**config.mk**
```make
export PLATFORM = sky130hd
export DESIGN_NAME = pin_power_down_control
export DESIGN_NICKNAME = d
export VERILOG_FILES = /design/src/pin_power_down_control_pkg.sv /design/src/pin_power_down_control.sv
export VERILOG_INCLUDE_DIRS = /design/src /design/src/src
export SDC_FILE = /design/constraint.sdc
export NUM_CORES = 1
export LEC_CHECK = 0
export ABC_AREA = 1
export BUFFER_PORTS_ARGS = -buffer_cell sky130_fd_sc_hd__buf_2
export CORE_AREA = 2 2 86 88
export CTS_CLUSTER_SIZE = 25
export DETAILED_ROUTE_END_ITERATION = 8
export DIE_AREA = 0 0 88 90
export PLACE_DENSITY = 0.42
export SETUP_SLACK_MARGIN = 0.5
export SYNTH_ARGS = -nofsm -noshare
export SYNTH_HDL_FRONTEND = slang
export SYNTH_SLANG_ARGS = --single-unit
```
**constraint.sdc**
```tcl
create_clock -name clock -period 1.6 [get_ports clock]
set_input_delay 0.08 -clock clock [delete_from_list [all_inputs] [get_ports clock]]
set_output_delay 0.08 -clock clock [all_outputs]
set_load 0.01 [all_outputs]
```
**src/pin_power_down_control_regs.svh**
```systemverilog
// Purpose: timing constants for the pin power-down control block
// Assumes: 50 MHz clock
// Notes:   times kept in their printed units, counts derived
`ifndef PIN_POWER_DOWN_CONTROL_REGS_SVH
`define PIN_POWER_DOWN_CONTROL_REGS_SVH
`define CLOCK_HZ          50000000
`define ENTRY_SETUP_NS    15
`define ENTRY_DONTCARE_NS 25
`define EXIT_VALID_US     1
`define CYC_PER_US        (`CLOCK_HZ / 1000000)
// least time rounds up
`define ENTRY_SETUP_CYC   ((`ENTRY_SETUP_NS * `CYC_PER_US + 999) / 1000)
// longest time rounds down
`define ENTRY_DONTCARE_CYC ((`ENTRY_DONTCARE_NS * `CYC_PER_US) / 1000)
`define EXIT_VALID_CYC    (`EXIT_VALID_US * `CYC_PER_US)
// fixed settle inside the wake window, and the input sync depth
`define WAKE_SETTLE_CYC   2
`define SYNC_STAGES       2
`endif

```
**src/pin_power_down_control_pkg.sv**
```systemverilog
// Purpose: types for the pin power-down control block
// Assumes: nothing
// Notes:   state encoding only
package pin_power_down_control_pkg;
  typedef enum logic [1:0] {
    ST_RUN   = 2'b00,
    ST_SLEEP = 2'b01,
    ST_WAKE  = 2'b10
  } pd_state_t;
endpackage : pin_power_down_control_pkg

```
**src/pin_power_down_control.sv**
```systemverilog
// Purpose: pin-controlled power-down hold of user pins and state
// Assumes: user logic on the same clock, pins synchronised here
// Notes:   freeze is one enable that the user core must honour
// How it works
// - feature enable chosen at build time
// - pin high sleeps, low runs
// - outputs and core state frozen
// - tristated outputs stay tristated
// - inputs except sleep pin blocked
// - hold latches keep last pin level
// - sleep pin never reaches user logic
// - inputs are don't-care after entry
// - wake within one microsecond
`timescale 1ns/1ps
`default_nettype none
`include "pin_power_down_control_regs.svh"

// two stages: levels from pins have no relation to the clock
module level_sync #(
  parameter int unsigned W = 1
) (
  input  wire logic         clock,
  input  wire logic         rst,
  input  wire logic [W-1:0] d,
  output logic      [W-1:0] q
);
  logic [W-1:0] s1_q;
  logic [W-1:0] s2_q;

  generate
    if (W < 1)
    begin : g_bad_w
      $error("level_sync: W below one");
    end
  endgenerate

  always_ff @(posedge clock)
  begin
    if (rst)
    begin
      s1_q <= '0;
      s2_q <= '0;
    end
    else
    begin
      s1_q <= d;
      s2_q <= s1_q;
    end
  end

  assign q = s2_q;
endmodule : level_sync

// register that takes a new value only while the block runs
module hold_reg #(
  parameter int unsigned W = 1
) (
  input  wire logic         clock,
  input  wire logic         rst,
  input  wire logic         load,
  input  wire logic [W-1:0] d,
  output logic      [W-1:0] q
);
  logic [W-1:0] value_q;

  generate
    if (W < 1)
    begin : g_bad_w
      $error("hold_reg: W below one");
    end
  endgenerate

  always_ff @(posedge clock)
  begin
    if (rst)
      value_q <= '0;
    else if (load)
      value_q <= d;
  end

  assign q = value_q;
endmodule : hold_reg

module pin_power_down_control #(
  parameter bit          ENABLE   = 1'h1,
  parameter int unsigned WIDTH    = 8,
  parameter int unsigned WAKE_CYC = `EXIT_VALID_CYC
) (
  input  wire logic             clock,
  input  wire logic             rst,
  input  wire logic             sleep_request_pin,
  input  wire logic [WIDTH-1:0] pin_in,
  input  wire logic [WIDTH-1:0] core_out,
  input  wire logic [WIDTH-1:0] core_oe,
  output logic      [WIDTH-1:0] core_in,
  output logic      [WIDTH-1:0] pin_out,
  output logic      [WIDTH-1:0] pin_oe,
  output logic                  core_freeze,
  output logic                  asleep
);
  // worst case from pin fall to live pins: sync, exit, settle, load
  localparam int unsigned SETTLE   = `WAKE_SETTLE_CYC;
  localparam int unsigned WAKE_LAT = `SYNC_STAGES + SETTLE + 2;
  localparam int unsigned CW       = $clog2(SETTLE + 1);

  generate
    if (WIDTH < 1)
    begin : g_bad_width
      $error("pin_power_down_control: WIDTH below one");
    end
    // WAKE_CYC is the budget the fixed wake must fit, capped at 1 us
    if (WAKE_CYC < WAKE_LAT || WAKE_CYC > `EXIT_VALID_CYC)
    begin : g_bad_wake
      $error("pin_power_down_control: wake budget out of range");
    end
  endgenerate

  pin_power_down_control_pkg::pd_state_t state_q;
  logic [CW-1:0]    wake_cnt_q;
  logic             req_sync;
  logic [WIDTH-1:0] pin_sync;
  logic             req;
  logic             run;
  logic             settle_done;

  // pins and request share one sync depth, so entry cuts cleanly
  level_sync #(
    .W (1)
  ) u_req_sync (
    .clock (clock),
    .rst   (rst),
    .d     (sleep_request_pin),
    .q     (req_sync)
  );

  level_sync #(
    .W (WIDTH)
  ) u_pin_sync (
    .clock (clock),
    .rst   (rst),
    .d     (pin_in),
    .q     (pin_sync)
  );

  // hold latches: capture only while running, keep level otherwise
  hold_reg #(
    .W (WIDTH)
  ) u_in_hold (
    .clock (clock),
    .rst   (rst),
    .load  (run),
    .d     (pin_sync),
    .q     (core_in)
  );

  hold_reg #(
    .W (WIDTH)
  ) u_out_hold (
    .clock (clock),
    .rst   (rst),
    .load  (run),
    .d     (core_out),
    .q     (pin_out)
  );

  // enables freeze too, so drivers off at entry stay off
  hold_reg #(
    .W (WIDTH)
  ) u_oe_hold (
    .clock (clock),
    .rst   (rst),
    .load  (run),
    .d     (core_oe),
    .q     (pin_oe)
  );

  // option off: pin is ignored entirely
  assign req = ENABLE & req_sync;

  // stop loading the very cycle the request is seen
  assign run = (state_q == pin_power_down_control_pkg::ST_RUN) && !req;
  assign settle_done = (wake_cnt_q == CW'(SETTLE - 1));

  // wake does not pass through reset: resume from what was held
  always_ff @(posedge clock)
  begin
    if (rst)
      state_q <= pin_power_down_control_pkg::ST_RUN;
    else
    begin
      case (state_q)
        pin_power_down_control_pkg::ST_RUN:
        begin
          if (req)
            state_q <= pin_power_down_control_pkg::ST_SLEEP;
        end
        pin_power_down_control_pkg::ST_SLEEP:
        begin
          if (!req)
            state_q <= pin_power_down_control_pkg::ST_WAKE;
        end
        pin_power_down_control_pkg::ST_WAKE:
        begin
          if (req)
            state_q <= pin_power_down_control_pkg::ST_SLEEP;
          else if (settle_done)
            state_q <= pin_power_down_control_pkg::ST_RUN;
        end
        default:
          state_q <= pin_power_down_control_pkg::ST_RUN;
      endcase
    end
  end

  // short fixed wake, well inside the allowed window
  always_ff @(posedge clock)
  begin
    if (rst)
      wake_cnt_q <= '0;
    else if (state_q != pin_power_down_control_pkg::ST_WAKE)
      wake_cnt_q <= '0;
    else if (!settle_done)
      wake_cnt_q <= wake_cnt_q + CW'(1);
  end

  // freeze as soon as the request is seen
  assign core_freeze = req | !(state_q == pin_power_down_control_pkg::ST_RUN);
  assign asleep      = (state_q == pin_power_down_control_pkg::ST_SLEEP);
endmodule : pin_power_down_control
`default_nettype wire

```
== Yosys cells after proc, flatten, opt, wreduce, memory -nomap -nowiden ==
Cells that the tools add are included.

* Register bits: 46
* Input port bits: 27
* Output and inout bits: 26
* Logic and storage cells: 29

* $add $sub $neg: 1
* Equality and inequality tests: 7
* Muxes and demuxes: 5
* Bitwise logic cells: 1
* Reductions and logical operators: 6

{| class="wikitable"
|+ Operators with widths
! cell !! count
|-
| $mux 2 || 4
|-
| $pmux 2 s3 || 1
|-
| $eq 2x1->1 const B || 2
|-
| $ne 2x2->1 const B || 2
|-
| $ne 3x2->1 const B || 1
|-
| $reduce_and 3->1 || 1
|-
| $add 2x1->2 const B || 1
|-
| $eq 2x2->1 const B || 1
|-
| $logic_not 1->1 || 2
|-
| $logic_not 2->1 || 1
|-
| $ne 2x1->1 const B || 1
|-
| $reduce_or 2->1 || 1
|-
| $logic_and 1x1->1 || 1
|-
| $or 1x1->1 || 1
|}

== Longest topological paths before layout ==
* Depth in word-level cells: 4
* Mapped depth: 7
* Mapped depth without buffers: 7

== Cells and area by module ==
Synthesis repeated with hierarchy kept, for this count alone.

* Cells, all modules: 234
* Area, all modules: 1745.4 um^2

{| class="wikitable"
|+ By module, submodules not included
! module !! instances !! cells an instance !! area each (um^2) !! seq. area each (um^2)
|-
| hold_reg || 3 || 51 || 341.6 || 160.2
|-
| level_sync (u_pin_sync) || 1 || 50 || 474.2 || 320.3
|-
| pin_power_down_control || 1 || 25 || 191.4 || 80.1
|-
| level_sync (u_req_sync) || 1 || 6 || 55.1 || 40.0
|}

== Worst setup path before layout ==
Ideal clock, no wire load.

* Path type: reg-to-reg
* From: reg state_q[1]
* To: reg u_out_hold.value_q[5], in the netlist u_out_hold.q[5]
* Setup time: 115 ps
* Arrival time: 857 ps
* Required time: 1485 ps
* Path slack: 628 ps
* Cell stages (with the launch flop): 6
* Path buffers: 2
* Clock period less this slack: 972 ps
* Path through: dfxtp_1 > nor2_4 > buf_6 > buf_6 > a21oi_1 > nor2_1

* Word-level cells in the longest chain between the ends: 2

{| class="wikitable"
|+ Ends and longest elaborated chain
! item !! line !! RTL
|-
| from (decl) || pin_power_down_control.sv:118 || <nowiki>pin_power_down_control_pkg::pd_state_t state_q;</nowiki>
|-
| from (signal assigned) || pin_power_down_control.sv:188 || <nowiki>state_q <= pin_power_down_control_pkg::ST_RUN;</nowiki>
|-
| from (signal assigned) || pin_power_down_control.sv:195 || <nowiki>state_q <= pin_power_down_control_pkg::ST_SLEEP;</nowiki>
|-
| from (signal assigned) || pin_power_down_control.sv:200 || <nowiki>state_q <= pin_power_down_control_pkg::ST_WAKE;</nowiki>
|-
| $logic_not 2->1 || pin_power_down_control.sv:181 || <nowiki>assign run = (state_q == pin_power_down_control_pkg::ST_RUN) && !req;</nowiki>
|-
| $logic_and 1x1->1 || pin_power_down_control.sv:181 ||
|-
| to (signal assigned) || pin_power_down_control.sv:76 || <nowiki>value_q <= '0;</nowiki>
|-
| to (signal assigned) || pin_power_down_control.sv:78 || <nowiki>value_q <= d;</nowiki>
|-
| to (decl) || pin_power_down_control.sv:64 || <nowiki>logic [W-1:0] value_q;</nowiki>
|}

No other way between the ends.
A chain may end at the register's enable or synchronous reset.

== Worst setup path after layout ==
* From: reg state_q[1]
* To: out core_freeze

* Word-level cells in the longest chain between the ends: 3

{| class="wikitable"
|+ Ends and longest elaborated chain
! item !! line !! RTL
|-
| $logic_not 2->1 || pin_power_down_control.sv:227 || <nowiki>assign core_freeze = req | !(state_q == pin_power_down_control_pkg::ST_RUN);</nowiki>
|-
| $logic_not 1->1 || pin_power_down_control.sv:227 ||
|-
| $or 1x1->1 || pin_power_down_control.sv:227 ||
|-
| to (decl) || pin_power_down_control.sv:98 || <nowiki>output logic core_freeze,</nowiki>
|}

No other way between the ends.

==> run summary <==
status = completed
Worst Setup SP = state_q[1]$_SDFFE_PP0P_
P per Cell Area = 997 nW/µm²
fin crit period = 1140 ps
critical path class = flip-flop to output pin
Die H = 90 µm
Synth Net Count = 242
most frequent cells in the layout = buf_2, nor2_1, dfxtp_1, nand2_1
most common cell after layout, fill and taps aside = buf_2
launching element type of the critical path = flip-flop
gr ovfl total = 0
CP max FO = 3
fillers = 763
Fmax achieved = 0.877 GHz
Netlist cell types = 17
initial antenna violation count = 0
syn_area_per_cell = 8.03 µm²
Core Region = 7020 µm²
RSZ-0062 raised after global routing = true
area delta synth->final = 45.9%
Synth Warn # = 0
WP data required = 1520 ps
ratio of cells with drive above 1 in the final layout = 29.2%
Reg2Reg Launch Point = state_q[1]$_SDFFE_PP0P_
crit end category = output pin
hold path depth = 4
MaxCap Viol Count = 0
global-route usage over all layers = 10.7%
# IOs = 53
post-synthesis register bit count = 46
r2r worst-path depth = 6
Initial Util = 24.5%
Worst VDD drop = 0.000333 V
first-pass GRT wire length = 6.57 mm
n_diodes = 0
total vias in the final route = 1464
setup violators final = 0
Tcrit/Tclk final = 71.3%
vias in the first global route = 1333
Mapped Area = 1720 µm²
IO Port Bufs = 52
Clk pin slew, worst setup/hold paths = 90 ps
LEAKAGE = 1.27 nW
fin nets = 308
Hold Path End = u_oe_hold.q[6]$_SDFFE_PP0N_
Clock Latency Late Sink = 300 ps
1st-pass router iterations = 4
routability cong. = 0.602
Mapped Cells = 214
worst hold path type = input pin to flip-flop
Hold Startpoint = core_oe[6]
largest net degree at the start of global routing = 26
Seq/Total Area, Yosys = 53.6%
via/cell ratio = 3.85
fin. max-slew vios = 0
DRC viols = 0
Cell Rows = 31
Slew @ Worst Pin = 473 ps
DP HPWL = 2.21 mm
die area = 7920 µm²
Horiz. Die Dim = 88 µm
worst hold slack = 78.7 ps
final hold vios = 0
setup TNS = 0 ps
Rel. slew slack = 68.4%
H-tree Lvls = 2
Iter 0 DRT Violations = 83
clock sinks = 46
R2R Path End = u_oe_hold.q[0]$_SDFFE_PP0N_
Layout Skew = 7.92 ps
wire per inst = 11.1 µm
R2R setup slack = 520 ps
CTS tree = done
post-route ant nets = 0
overall routed net length = 4.21 mm
CTS Buffer Depth = 2
clock root cell = clkbuf_8
worst path arrival time = 1060 ps
total clock buffers created by CTS = 5
metrics by stage:
| step | std cells | total power (W) | cell area [µm²] | setup slack [ps] | utilization (%) |
|---|---|---|---|---|---|
| global placement | 355 | 0.00156 | 2060 | 486 | 29.4 |
| finish | 380 | 0.00250 | 2510 | 460 | 35.7 |
| global route | 380 | 0.00265 | 2510 | 405 | 35.7 |
| floorplan | 214 | 0.00146 | 1720 | 628 | - |
| CTS | 378 | 0.00253 | 2440 | 454 | 34.8 |
| detailed placement | 355 | 0.00157 | 2060 | 477 | 29.4 |
synth_stat cells:
cell type	n	share of area [%]
dfxtp_1	46	54
inv_1	23	5.0
nor2_4	1	0.65
buf_2	3	0.87
buf_6	2	1.3
inv_2	1	0.22
clkinv_1	1	0.22
xor2_1	1	0.51
clkbuf_1	8	1.7
ha_1	1	0.73
a21oi_1	25	7.3
nand3b_1	24	10
buf_1	1	0.22
nand2_1	28	6.1
nand3_1	2	0.58
a211oi_1	1	0.44
nor2_1	46	10
per-layer routing:
metal / GRT usage, % / vias to the layer above / routed length, µm
li1: - / 798 / -
met1: 14.8 / 628 / 2070
met2: 15.5 / 32 / 1870
met3: 3.12 / 6 / 199
met4: 4.62 / 0 / 65
met5: 0 / - / 0
power breakdown:
part | internal, W | switching (W)
combinational | 0.000195 | 0.000177
clock | 0.000468 | 0.000412
sequential | 0.00122 | 0.0000329
cell families (layout without fill, tap and decap cells):
group / count (synthesis) / count (layout) / share of synthesized area, %
AND/OR/NAND/NOR: 101 / 101 / 27.9
flip-flops: 46 / 46 / 53.6
XOR/XNOR: 1 / 1 / 0.510
buffers and inverters: 39 / 106 / 9.61
adder cells (fa/ha/maj): 1 / 1 / 0.728
AO/OA/AOI/OAI: 26 / 26 / 7.71
what timing repair did:
item                                   CTS  global route
hold buffers                             9             0
buffers inserted                         3             0
gates resized for setup                 17             7
cloned                                   3             2
pin swaps                                1             0
endpoints found under the hold margin    9             0
setup endpoints to repair               26            27
flip-flops by register name (all words and copies together), names as in the netlist, 2 cells and up:
name and cells:
state_q 2, u_out_hold.q 8, u_oe_hold.q 8, u_pin_sync.q 8, wake_cnt_q 2, u_pin_sync.s1_q 8
u_in_hold.q 8
layout make-up:
cell class | instances | area [µm²] | area share (%)
Tap cell | 99 | 124 | 4.94
Clock inverter | 3 | 43.8 | 1.75
Timing Repair Buffer | 73 | 597 | 23.8
Clock buffer | 5 | 68.8 | 2.74
Sequential cell | 46 | 930 | 37.1
Multi-Input combinational cell | 129 | 649 | 25.9
Inverter | 25 | 95.1 | 3.79
worst max-delay path: stages, from the launching register on:
cell and delay [ps]:
dfxtp_4 360, nor2_4 140, buf_12 120, nand2_4 40, buf_6 110
worst max path at each step:
stage / endpoint / slack [ps] / cells after the start
global route: core_freeze / 400 / 4
CTS: core_freeze / 450 / 4
detailed placement: u_in_hold.q[1]$_SDFFE_PP0N_ / 480 / 5
floorplan: u_out_hold.q[5]$_SDFFE_PP0N_ / 630 / 5
global placement: u_oe_hold.q[3]$_SDFFE_PP0N_ / 490 / 5
finish: core_freeze / 460 / 4
Note: power is estimated with default switching activity, not from simulation.
